$ cat config.mk
export PLATFORM = sky130hd
export DESIGN_NAME = psup_top
export DESIGN_NICKNAME = d
export VERILOG_FILES = /design/src/psup_top.v
export VERILOG_INCLUDE_DIRS = /design/src
export SDC_FILE = /design/constraint.sdc
export NUM_CORES = 2
export LEC_CHECK = 0
export ABC_CLOCK_PERIOD_IN_PS = 8100
export BUFFER_PORTS_ARGS = -buffer_cell sky130_fd_sc_hd__buf_2
export CAP_MARGIN = 20
export CORE_MARGIN = 2
export CORE_UTILIZATION = 44
export DETAILED_ROUTE_END_ITERATION = 8
export PLACE_DENSITY_LB_ADDON = 0.1
export SYNTH_ARGS = -nofsm -noshare
export SYNTH_HDL_FRONTEND = slang
export SYNTH_SLANG_ARGS = --single-unit
$ cat constraint.sdc
create_clock -name clk -period 8.1 [get_ports clk]
set_clock_uncertainty 0.05 [all_clocks]
set_input_delay 0.405 -clock clk [delete_from_list [all_inputs] [get_ports clk]]
set_output_delay 0.405 -clock clk [all_outputs]
set_load 0.005 [all_outputs]
$ cat src/psup_regs.vh
// psup_regs.vh: register offsets, field defaults and timing figures for the
// protection supervisor.
// assumes a 100 MHz core clock and a 32-bit apb register port.
`ifndef PSUP_REGS_VH
`define PSUP_REGS_VH

// ----------------------------------------------------------------------------
// register byte offsets
// ----------------------------------------------------------------------------
`define PSUP_OFF_ENABLE    12'h000
`define PSUP_OFF_LATCH     12'h004
`define PSUP_OFF_OVP_PCT   12'h008
`define PSUP_OFF_UV        12'h00C
`define PSUP_OFF_TEMP      12'h010
`define PSUP_OFF_OC_BLANK  12'h014
`define PSUP_OFF_STATUS    12'h018
`define PSUP_OFF_FAULT     12'h01C
`define PSUP_OFF_DIE_TEMP  12'h020
`define PSUP_OFF_OC_BASE   12'h040
`define PSUP_OFF_OC_LAST   12'h058

// ----------------------------------------------------------------------------
// fault bit positions
// ----------------------------------------------------------------------------
`define PSUP_F_OVP    0
`define PSUP_F_OC     1
`define PSUP_F_OTI    2
`define PSUP_F_OTE    3
`define PSUP_F_GND    4
`define PSUP_F_UV     5
`define PSUP_F_DPOV   6
`define PSUP_F_CCOV   7
`define PSUP_F_SHORT  8
`define PSUP_F_LOCK   9
`define PSUP_NFAULT   10

// ----------------------------------------------------------------------------
// reset values
// ----------------------------------------------------------------------------
`define PSUP_ENABLE_RST  10'h033F
`define PSUP_LATCH_RST   10'h0010
`define PSUP_OVP_LO_RST  8'h7D
`define PSUP_OVP_HI_RST  8'h78
`define PSUP_UV_RST      8'h3C
`define PSUP_OTI_RST     8'h71
`define PSUP_OTE_RST     8'h5A
`define PSUP_PINMODE_RST 2'h2
`define PSUP_PINMODE_TRIP 2'h2

// ----------------------------------------------------------------------------
// levels and timing
// ----------------------------------------------------------------------------
`define PSUP_OVP_SPLIT_MV 15'h2328
`define PSUP_LOCKOUT_MV   24'h00_0B22
`define PSUP_PCT_SCALE    24'h00_0064
`define PSUP_CLK_NS       10
`define PSUP_OVP_FILT_NS  30000
`define PSUP_PIN_BLANK_NS 127000
`define PSUP_OC_BLANK_NS  20000000
`define PSUP_RESTART_NS   1000000000

`endif

$ cat src/psup_top.v
// psup_top.v: protection supervisor, fault filtering, load-switch control,
// safe-restart timing and apb register file.
// assumes measurement words arrive on clk; comparator flags are asynchronous.
`timescale 1ns/1ps
`default_nettype none
`include "psup_regs.vh"

// Behaviour
// - overvoltage level is percent of request
// - overvoltage must persist past filter time
// - current regulation default, trip mode selectable
// - overcurrent trip per offer after blanking
// - die overtemperature trip unless disabled
// - die temperature readable for reporting
// - pin overtemperature only in thermistor trip mode
// - open-ground trip unless disabled
// - supply loss holds load switch open
// - undervoltage 60 percent, never below lockout
// - undervoltage response set by firmware, restart default
// - output short: switch off, restart after 1 s
// - data-pin overvoltage off by default, restart type
// - data-pin overvoltage after blanking time
// - channel-pin overvoltage off by default, restart type
// - channel-pin overvoltage after blanking time
// - channel soft short opens load switch
// - safe restart: open switch, timer, reinitialise
// - protections may be set latched
module psup_top #(
  parameter integer BLANK_CYC   = `PSUP_PIN_BLANK_NS / `PSUP_CLK_NS,
  parameter integer OC_BLK_CYC  = `PSUP_OC_BLANK_NS / `PSUP_CLK_NS,
  parameter integer RESTART_CYC = `PSUP_RESTART_NS / `PSUP_CLK_NS
) (
  input  wire        clk,
  input  wire        srst,
  input  wire        psel,
  input  wire        penable,
  input  wire        pwrite,
  input  wire [11:0] paddr,
  input  wire [31:0] pwdata,
  output reg  [31:0] prdata,
  output reg         pready,
  output reg         pslverr,
  input  wire [14:0] req_voltage_mv,
  input  wire [14:0] vcc_mv,
  input  wire [13:0] iout_ma,
  input  wire [2:0]  active_offer,
  input  wire [7:0]  die_temp_c,
  input  wire [7:0]  connector_temp_c,
  input  wire [7:0]  adapter_temp_c,
  input  wire        gnd_open_cmp,
  input  wire        supply_lockout_cmp,
  input  wire        supply_absent_cmp,
  input  wire        dp_ov_cmp,
  input  wire        dm_ov_cmp,
  input  wire        cc1_ov_cmp,
  input  wire        cc2_ov_cmp,
  input  wire        channel_soft_short_cmp,
  output reg         load_switch_en,
  output reg         supply_loss_guard,
  output reg         reinit_pulse,
  output reg  [7:0]  die_temp_report
);

  // --------------------------------------------------------------------------
  // constants
  // --------------------------------------------------------------------------
  localparam integer OVP_CYC = `PSUP_OVP_FILT_NS / `PSUP_CLK_NS; // 3000
  localparam [3:0] ST_RUN     = 4'b0001; // output on
  localparam [3:0] ST_WAIT    = 4'b0010; // restart timer running
  localparam [3:0] ST_RESTART = 4'b0100; // one-cycle reinit
  localparam [3:0] ST_LATCH   = 4'b1000; // held off until reset or lockout

  // --------------------------------------------------------------------------
  // synchronisers for comparator flags
  // --------------------------------------------------------------------------
  wire [7:0] async_in = {channel_soft_short_cmp, cc2_ov_cmp, cc1_ov_cmp,
                         dm_ov_cmp, dp_ov_cmp, supply_absent_cmp,
                         supply_lockout_cmp, gnd_open_cmp};
  reg  [7:0] sync1_r;                    // first stage, read only by stage two
  reg  [7:0] sync2_r;                    // safe to use
  // two flops per comparator before any logic looks at it
  always @(posedge clk) begin
    if (srst) begin
      sync1_r <= 8'h00;
      sync2_r <= 8'h00;
    end else begin
      sync1_r <= async_in;
      sync2_r <= sync1_r;
    end
  end
  wire gnd_open_s = sync2_r[0];
  wire lockout_s  = sync2_r[1];
  wire absent_s   = sync2_r[2];
  wire dpm_s      = sync2_r[3] | sync2_r[4];
  wire cc_s       = sync2_r[5] | sync2_r[6];
  wire short_s    = sync2_r[7];

  // --------------------------------------------------------------------------
  // configuration registers
  // --------------------------------------------------------------------------
  reg [9:0]  enable_r;                   // per-protection enables; overcurrent and lockout bits unused
  reg [9:0]  latch_r;                    // per-protection latched response
  reg [7:0]  ovp_lo_r;                   // percent below split voltage
  reg [7:0]  ovp_hi_r;                   // percent at or above split
  reg [7:0]  uv_pct_r;                   // zero switches undervoltage off
  reg        uv_latch_r;                 // firmware-chosen response
  reg [7:0]  oti_lvl_r;                  // die trip level, degrees
  reg [7:0]  ote_lvl_r;                  // pin trip level, degrees
  reg [1:0]  pin1_mode_r;                // connector_temp_pin mode
  reg [1:0]  pin2_mode_r;                // adapter_temp_pin mode
  reg [31:0] oc_blank_r;                 // overcurrent blanking, cycles
  reg [14:0] oc_tab_r [0:6];             // per offer: [14] trip mode, level
  reg [9:0]  fault_r;                    // sticky fault causes
  reg [3:0]  state_r;
  reg [31:0] timer_r;                    // restart timer

  // --------------------------------------------------------------------------
  // raw trip conditions
  // --------------------------------------------------------------------------
  wire [7:0]  ovp_pct  = (req_voltage_mv < `PSUP_OVP_SPLIT_MV) ? ovp_lo_r
                                                               : ovp_hi_r;
  wire [23:0] vcc_x100 = {9'h000, vcc_mv} * `PSUP_PCT_SCALE;
  wire [23:0] ovp_lvl  = {9'h000, req_voltage_mv} * {16'h0000, ovp_pct};
  wire [23:0] uv_calc  = {9'h000, req_voltage_mv} * {16'h0000, uv_pct_r};
  wire [23:0] lock_x100 = `PSUP_LOCKOUT_MV * `PSUP_PCT_SCALE;
  // never let the undervoltage level sink under the lockout level
  wire [23:0] uv_lvl   = (uv_calc < lock_x100) ? lock_x100 : uv_calc;
  wire [14:0] oc_ent   = (active_offer < 3'd7) ? oc_tab_r[active_offer]
                                               : 15'h0000;
  // trip mode only for the active offer; else current loop limits
  wire        oc_raw   = oc_ent[14] & ({1'b0, iout_ma} > {1'b0, oc_ent[13:0]});
  wire        ovp_raw  = enable_r[`PSUP_F_OVP] & (vcc_x100 > ovp_lvl);
  wire        uv_raw   = enable_r[`PSUP_F_UV] & (uv_pct_r != 8'h00)
                         & (vcc_x100 < uv_lvl) & state_r[0];
  wire        dpov_raw = enable_r[`PSUP_F_DPOV] & dpm_s;
  wire        ccov_raw = enable_r[`PSUP_F_CCOV] & cc_s;

  // --------------------------------------------------------------------------
  // persistence filters, one per filtered condition
  // --------------------------------------------------------------------------
  wire [3:0]   filt_in  = {ccov_raw, dpov_raw, oc_raw, ovp_raw};
  wire [127:0] filt_lim = {BLANK_CYC[31:0], BLANK_CYC[31:0], oc_blank_r,
                           OVP_CYC[31:0]};
  wire [3:0]   filt_out;
  genvar gi;
  generate
    for (gi = 0; gi < 4; gi = gi + 1) begin : g_filt
      reg  [31:0] cnt_r;                 // cycles condition has held
      wire [31:0] lim = filt_lim[gi*32 +: 32];
      // any drop of the condition restarts the count
      always @(posedge clk) begin
        if (srst || !filt_in[gi]) begin
          cnt_r <= 32'h0000_0000;
        end else if (cnt_r != lim) begin
          cnt_r <= cnt_r + 32'h0000_0001;
        end
      end
      // fires only once held beyond the limit
      assign filt_out[gi] = filt_in[gi] & (cnt_r == lim);
    end
  endgenerate

  // --------------------------------------------------------------------------
  // fault vector
  // --------------------------------------------------------------------------
  wire ote_hit = ((pin1_mode_r == `PSUP_PINMODE_TRIP) & (connector_temp_c > ote_lvl_r))
               | ((pin2_mode_r == `PSUP_PINMODE_TRIP) & (adapter_temp_c > ote_lvl_r));
  wire [9:0] fault_now;
  assign fault_now[`PSUP_F_OVP]   = filt_out[0];
  assign fault_now[`PSUP_F_OC]    = filt_out[1];
  assign fault_now[`PSUP_F_OTI]   = enable_r[`PSUP_F_OTI] & (die_temp_c > oti_lvl_r);
  assign fault_now[`PSUP_F_OTE]   = enable_r[`PSUP_F_OTE] & ote_hit;
  assign fault_now[`PSUP_F_GND]   = enable_r[`PSUP_F_GND] & gnd_open_s;
  assign fault_now[`PSUP_F_UV]    = uv_raw;
  assign fault_now[`PSUP_F_DPOV]  = filt_out[2];
  assign fault_now[`PSUP_F_CCOV]  = filt_out[3];
  assign fault_now[`PSUP_F_SHORT] = enable_r[`PSUP_F_SHORT] & short_s;
  assign fault_now[`PSUP_F_LOCK]  = lockout_s;

  // undervoltage takes its response from firmware, lockout never latches
  wire [9:0] latch_sel = {1'b0, latch_r[8:6], uv_latch_r, latch_r[4:0]};
  wire       any_trip  = |fault_now;
  wire       go_latch  = |(fault_now & latch_sel);

  // --------------------------------------------------------------------------
  // supervisor state machine
  // --------------------------------------------------------------------------
  reg [3:0]  state_nxt;
  reg [31:0] timer_nxt;
  always @* begin
    state_nxt = state_r;
    timer_nxt = timer_r;
    case (state_r)
      ST_RUN: begin
        if (any_trip) begin
          state_nxt = go_latch ? ST_LATCH : ST_WAIT;
          timer_nxt = 32'h0000_0000;
        end
      end
      ST_WAIT: begin
        if (lockout_s) begin
          // supply still short: start the restart time over
          timer_nxt = 32'h0000_0000;
        end else if (timer_r == RESTART_CYC - 1) begin
          state_nxt = ST_RESTART;
        end else begin
          timer_nxt = timer_r + 32'h0000_0001;
        end
      end
      ST_RESTART: begin
        state_nxt = ST_RUN;
      end
      ST_LATCH: begin
        // a lockout releases a latched trip into the restart wait
        if (lockout_s) begin
          state_nxt = ST_WAIT;
          timer_nxt = 32'h0000_0000;
        end
      end
      default: begin
        state_nxt = ST_WAIT;
        timer_nxt = 32'h0000_0000;
      end
    endcase
  end

  // state, switch and reinit flops
  always @(posedge clk) begin
    if (srst) begin
      state_r           <= ST_WAIT;
      timer_r           <= 32'h0000_0000;
      load_switch_en    <= 1'b0;
      reinit_pulse      <= 1'b0;
      supply_loss_guard <= 1'b0;
      die_temp_report   <= 8'h00;
    end else begin
      state_r           <= state_nxt;
      timer_r           <= timer_nxt;
      // switch opens the same edge a trip is seen; supply loss forces it off
      load_switch_en    <= (state_nxt == ST_RUN) & ~absent_s;
      reinit_pulse      <= (state_nxt == ST_RESTART);
      supply_loss_guard <= absent_s;
      die_temp_report   <= die_temp_c;
    end
  end

  // --------------------------------------------------------------------------
  // apb slave: one wait state, writes land on the completing edge
  // --------------------------------------------------------------------------
  wire       acc_start = psel & penable & ~pready;
  wire       acc_done  = psel & penable & pready;
  wire       wr_done   = acc_done & pwrite;
  wire       oc_hit    = (paddr >= `PSUP_OFF_OC_BASE) & (paddr <= `PSUP_OFF_OC_LAST)
                         & (paddr[1:0] == 2'b00);
  wire [11:0] oc_off   = paddr - `PSUP_OFF_OC_BASE;
  wire [2:0]  oc_idx   = oc_off[4:2];
  wire [9:0]  fault_clr = (wr_done && paddr == `PSUP_OFF_FAULT) ? pwdata[9:0]
                                                                : 10'h000;
  reg  [31:0] rd_mux;
  reg         rd_err;
  // read mux and unmapped-address detection
  always @* begin
    rd_mux = 32'h0000_0000;
    rd_err = 1'b0;
    case (paddr)
      `PSUP_OFF_ENABLE:    rd_mux = {22'h00_0000, enable_r};
      `PSUP_OFF_LATCH:     rd_mux = {22'h00_0000, latch_r};
      `PSUP_OFF_OVP_PCT:   rd_mux = {16'h0000, ovp_hi_r, ovp_lo_r};
      `PSUP_OFF_UV:        rd_mux = {23'h00_0000, uv_latch_r, uv_pct_r};
      `PSUP_OFF_TEMP:      rd_mux = {12'h000, pin2_mode_r, pin1_mode_r,
                                     ote_lvl_r, oti_lvl_r};
      `PSUP_OFF_OC_BLANK:  rd_mux = oc_blank_r;
      `PSUP_OFF_STATUS:    rd_mux = {26'h000_0000, supply_loss_guard,
                                     load_switch_en, state_r};
      `PSUP_OFF_FAULT:     rd_mux = {22'h00_0000, fault_r};
      `PSUP_OFF_DIE_TEMP:  rd_mux = {24'h00_0000, die_temp_report};
      default: begin
        if (oc_hit && oc_idx < 3'd7) begin
          rd_mux = {oc_tab_r[oc_idx][14], 17'h0_0000, oc_tab_r[oc_idx][13:0]};
        end else begin
          rd_err = 1'b1;
        end
      end
    endcase
  end

  // bus handshake and register writes
  integer k;
  always @(posedge clk) begin
    if (srst) begin
      pready      <= 1'b0;
      pslverr     <= 1'b0;
      prdata      <= 32'h0000_0000;
      enable_r    <= `PSUP_ENABLE_RST;  // pin overvoltage off at reset
      latch_r     <= `PSUP_LATCH_RST;
      ovp_lo_r    <= `PSUP_OVP_LO_RST;
      ovp_hi_r    <= `PSUP_OVP_HI_RST;
      uv_pct_r    <= `PSUP_UV_RST;
      uv_latch_r  <= 1'b0;              // safe restart unless changed
      oti_lvl_r   <= `PSUP_OTI_RST;
      ote_lvl_r   <= `PSUP_OTE_RST;
      pin1_mode_r <= `PSUP_PINMODE_RST;
      pin2_mode_r <= `PSUP_PINMODE_RST;
      oc_blank_r  <= OC_BLK_CYC[31:0];
      fault_r     <= 10'h000;
      for (k = 0; k < 7; k = k + 1) begin
        oc_tab_r[k] <= 15'h0000;        // current loop by default
      end
    end else begin
      pready  <= acc_start;
      if (acc_start) begin
        prdata  <= pwrite ? 32'h0000_0000 : rd_mux;
        pslverr <= rd_err;
      end else begin
        pslverr <= 1'b0;
      end
      // new faults win over a clear in the same cycle
      fault_r <= (fault_r & ~fault_clr) | fault_now;
      if (wr_done) begin
        case (paddr)
          `PSUP_OFF_ENABLE:    enable_r <= pwdata[9:0];
          `PSUP_OFF_LATCH:     latch_r  <= pwdata[9:0];
          `PSUP_OFF_OVP_PCT: begin
            ovp_lo_r <= pwdata[7:0];
            ovp_hi_r <= pwdata[15:8];
          end
          `PSUP_OFF_UV: begin
            uv_pct_r   <= pwdata[7:0];
            uv_latch_r <= pwdata[8];
          end
          `PSUP_OFF_TEMP: begin
            oti_lvl_r   <= pwdata[7:0];
            ote_lvl_r   <= pwdata[15:8];
            pin1_mode_r <= pwdata[17:16];
            pin2_mode_r <= pwdata[19:18];
          end
          `PSUP_OFF_OC_BLANK:  oc_blank_r <= pwdata;
          default: begin
            if (oc_hit && oc_idx < 3'd7) begin
              oc_tab_r[oc_idx] <= {pwdata[31], pwdata[13:0]};
            end
          end
        endcase
      end
    end
  end

endmodule // psup_top
`default_nettype wire

# Yosys cells after proc, flatten, opt, wreduce, memory -nomap -nowiden
# Memory sizes are Yosys's and may differ from the RTL's.
# Cells that the tools add are included.
dict set report totals {
  register_bits 332
  ramBits 105
  wordCells 166
  mem_count 1
}
dict set report classes {
  n_addsub 6
  mul 3
  n_lt_le_gt_ge 12
  eq_ne 28
  n_mux 29
  bitwise_logic 35
  n_reduce_logical 25
}
# memory words word_bits read_ports rd_ports_with_merged_regs wr line
set memory_table {}
lappend memory_table {oc_tab_r 7 15 2 0 7 psup_top.v:112} ;# reg [14:0] oc_tab_r [0:6];
# cell count
set ops {}
lappend ops {{$pmux W32 S9} 1}
lappend ops {{$mux W32} 6}
lappend ops {{$add A32 B1 Y32 const B} 5}
lappend ops {{$pmux W32 S4} 1}
lappend ops {{$eq A32 B14 Y1 const B} 2}
lappend ops {{$ne A32 B14 Y1 const B} 2}
lappend ops {{$eq A12 B5 Y1 const B} 4}
lappend ops {{$mul A15 B8 Y23} 2}
lappend ops {{$eq A32 B12 Y1 const B} 1}
lappend ops {{$eq A32 B27 Y1 const B} 1}
lappend ops {{$eq A32 B32 Y1} 1}
lappend ops {{$ne A32 B12 Y1 const B} 1}
lappend ops {{$ne A32 B32 Y1} 1}
lappend ops {{$mux W15} 2}
lappend ops {{$and A1 B1 Y1} 24}
lappend ops {{$eq A12 B4 Y1 const B} 2}
lappend ops {{$gt A8 B8 Y1} 3}
lappend ops {{$gt A22 B23 Y1} 1}
lappend ops {{$lt A22 B23 Y1} 1}
lappend ops {{$lt A23 B19 Y1 const B} 1}
lappend ops {{$mux W23} 1}
lappend ops {{$mul A15 B5 Y20 const B} 1}
lappend ops {{$mux W4} 5}
lappend ops {{$reduce_or A10 Y1} 2}
lappend ops {{37 further kinds} 67}

# Depth between registers and ports, before layout
dict set report depth {
  ltp_word 13
  depth_mapped 41
}

# Worst setup path after synthesis
# Ideal clock, no wire load.
dict set report synth_path {
  path_type {in2reg}
  from {input req_voltage_mv[4]}
  to {register timer_r[1]}
  arrival_time_ps 8010
  required_ps 7987
  setup_slack_ps -23
  cell_stages 38
  path_buffers 4
  cell_sequence {o21ai_0 a21oi_1 or4_1 a21o_1 clkbuf_1 mux2_2 clkbuf_1 nand2_1 fa_1 fa_1 inv_1 fa_1 inv_1 fa_1 inv_1 ha_1 o21a_1 o21ai_0 [2 not listed] a21oi_1 nor4bb_1 o21ai_0 nand2b_1 a21oi_1 xor2_1 ha_1 a21o_1 a21oi_1 o21ai_0 o221a_2 a31o_2 nand2b_1 o211ai_2 buf_4 buf_12 a32oi_2 nor2_2}
}
dict set report synth_via {
  elab_chain_len 9
}
# element line
set synth_rtl {}
lappend synth_rtl {{start: declaration} psup_top.v:43} ;# input wire [14:0] req_voltage_mv,
lappend synth_rtl {{$mul A15 B8 Y23 / $lt A15 B14 Y1 (equally long branches)} -}
lappend synth_rtl {{$lt A23 B19 Y1 / $mux W8 (equally long branches)} {psup_top.v:127, psup_top.v:120}}
lappend synth_rtl {{$mux W23 / $mul A15 B8 Y23 (equally long branches)} {psup_top.v:127, psup_top.v:123}}
lappend synth_rtl {{$lt A22 B23 Y1 / $gt A22 B23 Y1 (equally long branches)} {psup_top.v:134, psup_top.v:132}}
lappend synth_rtl {{$and A1 B1 Y1 (on tied branches)} {psup_top.v:133, psup_top.v:132}}
lappend synth_rtl {{$and A1 B1 Y1 (on tied branches)} {psup_top.v:133, psup_top.v:159}}
lappend synth_rtl {{$reduce_or A10 Y1 (*)} psup_top.v:182} ;# wire any_trip = |fault_now;
lappend synth_rtl {{$ne A2 B2 Y1 (no line) (*)} -}
lappend synth_rtl {{$reduce_and A4 Y1 (no line) (*)} -}
lappend synth_rtl {{end signal: assignment} psup_top.v:238} ;# timer_r <= timer_nxt;
lappend synth_rtl {{end: declaration} psup_top.v:115} ;# reg [31:0] timer_r;
# Mark *: on every way between the ends. The rest lies on a longest branch, timed or not.
# A chain may end at the register's enable or synchronous reset.

# Final worst setup path
dict set report layout_path {
  from {input req_voltage_mv[3]}
  to {register timer_r[8]}
}
# Same word-level chain as after synthesis.

==> results by group <==
Outcome
  – Outcome: completed

Cells and area
  – Post-Layout Cell Count: 4844
  – Layout cells sized above 1: 14.2%
  – Syn-to-layout area delta: 15.5%
  – Layout net count: 4365

CTS
  – CTS root buf: clkbuf_16
  – Clk buf depth: 3
  – H-tree Lvls: 2
  – Later-pin clock latency in the skew report: 0.60 ns
  – CTS tree: done
  – Reg clk slew, reported paths: 0.07 ns
  – CTS Sinks: 452
  – CTS buffer count: 50

Critical path
  – RR Startpoint: uv_pct_r[2]$_SDFFE_PP1P_
  – Crit-path max cell delay: 0.58 ns
  – Critical path type: in2reg
  – Worst setup EP type: flip-flop
  – CP arrival: 8.38 ns
  – Reg2reg end: timer_r[8]$_SDFFE_PP0P_
  – Worst setup SP type: input port
  – Worst R2R Path Depth: 31
  – WP data required: 8.58 ns
  – R2r setup slk: 0.44 ns
  – Worst path slowest cell: fa_1
  – Most used cell, CP: a21oi_2
  – Max FO, Critical Path: 14

Timing
  – Slew Limit Headroom: 22.6%
  – Final Hold Vio Count: 0
  – PnR worst setup slack: 0.198 ns
  – Tcrit/Tclk final: 97.6%
  – Max Fclk: 127 MHz
  – Final setup TNS: 0 ns
  – Final setup viols: 0
  – Slew Viols, Final: 0
  – Setup repair after global routing missed its margin: true
  – Final Critical Period: 7.90 ns
  – Worst slew pin tran: 1.15 ns

Synth
  – Prevailing post-synth register cell: dfxtp_1
  – Post-synth EDFFs: 105
  – Sequential area share after synthesis: 31.7%
  – Count leader, synth: nand2_1
  – Post-Syn Area: 0.0319 sq mm
  – Syn_area_per_cell: 8.85 sq um
  – Synth top area share: 21.8%
  – Synth top cells by count: nand2_1 (434), dfxtp_1 (347), inv_1 (316)
  – Synth Area in Compound Gates: 11.1%
  – Yosys top cell by area: dfxtp_1
  – Largest cells by area after synthesis: dfxtp_1 (22%), fa_1 (10%), edfxtp_1 (9.9%)
  – Yosys Warn Count: 0
  – Gate Count Post-Synth: 3602
  – Distinct cells, synth: 83
  – Largest family of logic cells by synthesized area: simple AND/OR/NAND/NOR gates
  – Adder-Cell Fraction of Synth Area: 19.1%
  – Post-synthesis mux area share: 5.39%
  – Synth Area in Simple Gates: 21.9%
  – Post-synth ARST share: 0%
  – Post-synthesis xor/xnor area fraction: 5.11%
  – Yosys reg bits: 452

Hold path
  – Min-delay src: pwdata[15]
  – Hold Crit Class: in2reg
  – WHS Endpoint: ote_lvl_r[7]$_SDFFE_PP0P_
  – WHS Path Cells: 3

Route
  – Drt pass-1 iters: 8
  – Avg WL per Cell: 19.2 microns
  – DRT antenna net count: 0
  – Detailed-route wire length: 93000 microns
  – # DRC: 0
  – Total number of vias: 26200
  – Detailed router's first-iteration violation count: 2216
  – Number of vias per cell: 5.41

Placement
  – Gpl congestion: 0.873
  – Post-DP HPWL: 68900 microns
  – Place WS: -0.705 ns
  – Port buffer count: 172
  – Placed cells: 4715

GRT
  – Global-route wire length before repair: 147000 microns
  – Antenna violations before repair: 4
  – Vias in the first global route: 25600
  – Largest net degree at the start of global routing: 74
  – All-layer global routing usage: 24.9%
  – GRT Residual Overflow: 0

Run
  – Max cap viols: 0

Floorplanning
  – Site row count: 98
  – Die Area: 0.0746 sq mm
  – Num ports: 173
  – Initial Util: 44.5%
  – Die Wd: 273 microns
  – Die height: 273 microns
  – Core area: 0.0716 sq mm

Pwr
  – Peak supply drop: 0.170 mV
  – Leak: 0.0152 uW
  – Power Density: 219 mW/mm^2
## sequential cells by signal, indices dropped and copies added, names as in the netlist, 10 cells and up
name and cells:
oc_tab_r 120, timer_r 32, fault_r 10, latch_r 10
prdata 32, g_filt.lim 32, g_filt.cnt_r 128, enable_r 10
## cell families after synthesis
family                   after synthesis
AO/OA/AOI/OAI                        559
XOR/XNOR                             186
adder cells (fa/ha/maj)              387
buffers and inverters                477
flip-flops                           452
multiplexers                         113
other                                  1
AND/OR/NAND/NOR                     1427
## area by class of cell
| cell class | count | area (sq um) |
|---|---|---|
| timing repair buffer | 342 | 2290 |
| fill | 6860 | 34800 |
| clock inverter | 21 | 218 |
| clock buffer | 73 | 1520 |
| inverter | 317 | 1190 |
| tap | 950 | 1190 |
| sequential | 452 | 10100 |
| antenna | 2 | 5.00 |
| multi-input combinational | 2687 | 20300 |
## repair_timing
| action | in CTS | in global routing |
|---|---|---|
| hold buffers | 25 | 0 |
| pin swaps | 1 | 24 |
| buffers inserted | 1 | 5 |
| hold endpoints to repair | 26 | 0 |
| gates resized for setup | 8 | 49 |
| gates cloned | 1 | 0 |
| setup endpoints to repair | 29 | 37 |
## worst max-delay path, delay by kind of cell
kind / cells / cell delay (ns)
buf+inv: 5 / 0.72
xor+xnor: 1 / 0.16
compound gates: 17 / 3.01
mux: 1 / 0.34
simple gates: 6 / 1.11
fa+ha+maj: 6 / 2.61
## placed cells by master (no fill, tap or decap), drive strengths merged, types with 112 or more instances in the layout
cell / synthesis / layout
nand2: 434 / 434
dfxtp: 347 / 347
inv: 317 / 318
buf: 16 / 316
nor2: 306 / 306
and2: 264 / 264
a21oi: 227 / 227
ha: 221 / 221
fa: 166 / 166
o21ai: 115 / 115
nand3: 112 / 112
## stage by stage
step           area (sq um)  power [uW]  util, %  hold slack, ns
2_1_floorplan         31900        4510        -           0.364
3_3_place_gp          34400        5520     48.1           0.370
3_5_place_dp          34500        5530     48.1           0.378
4_1_cts               36500        7960     51.0         0.00149
5_1_grt               36800        8630     51.4          0.0183
6_report              36800        8040     51.4          0.0216
## worst max path at each step
| stage | start | to |
|---|---|---|
| after CTS | req_voltage_mv[4] | timer_r[8]$_SDFFE_PP0P_ |
| final | req_voltage_mv[3] | timer_r[8]$_SDFFE_PP0P_ |
| after floorplan | req_voltage_mv[4] | timer_r[1]$_SDFFE_PP0P_ |
| after global routing | req_voltage_mv[3] | timer_r[30]$_SDFFE_PP0P_ |
| after global placement | req_voltage_mv[4] | timer_r[16]$_SDFFE_PP0P_ |
| after detailed placement | req_voltage_mv[4] | timer_r[23]$_SDFFE_PP0P_ |
## routing by layer
metal  track usage (%)  vias up  wire (microns)
met5                 0        -               0
met4              5.19        0            1820
met3              3.12      115            5760
met2              39.4      672           41700
met1              36.4    12700           43700
li1                  -    12800               -
## report_power, final
group | total (uW) | internal [uW] | switching (uW)
clock | 2390 | 1410 | 986
sequential | 2350 | 2330 | 18.4
combinational | 3300 | 1490 | 1810
total | 8040 | 5230 | 2810
No activity file was read; power rests on OpenSTA's default activity.
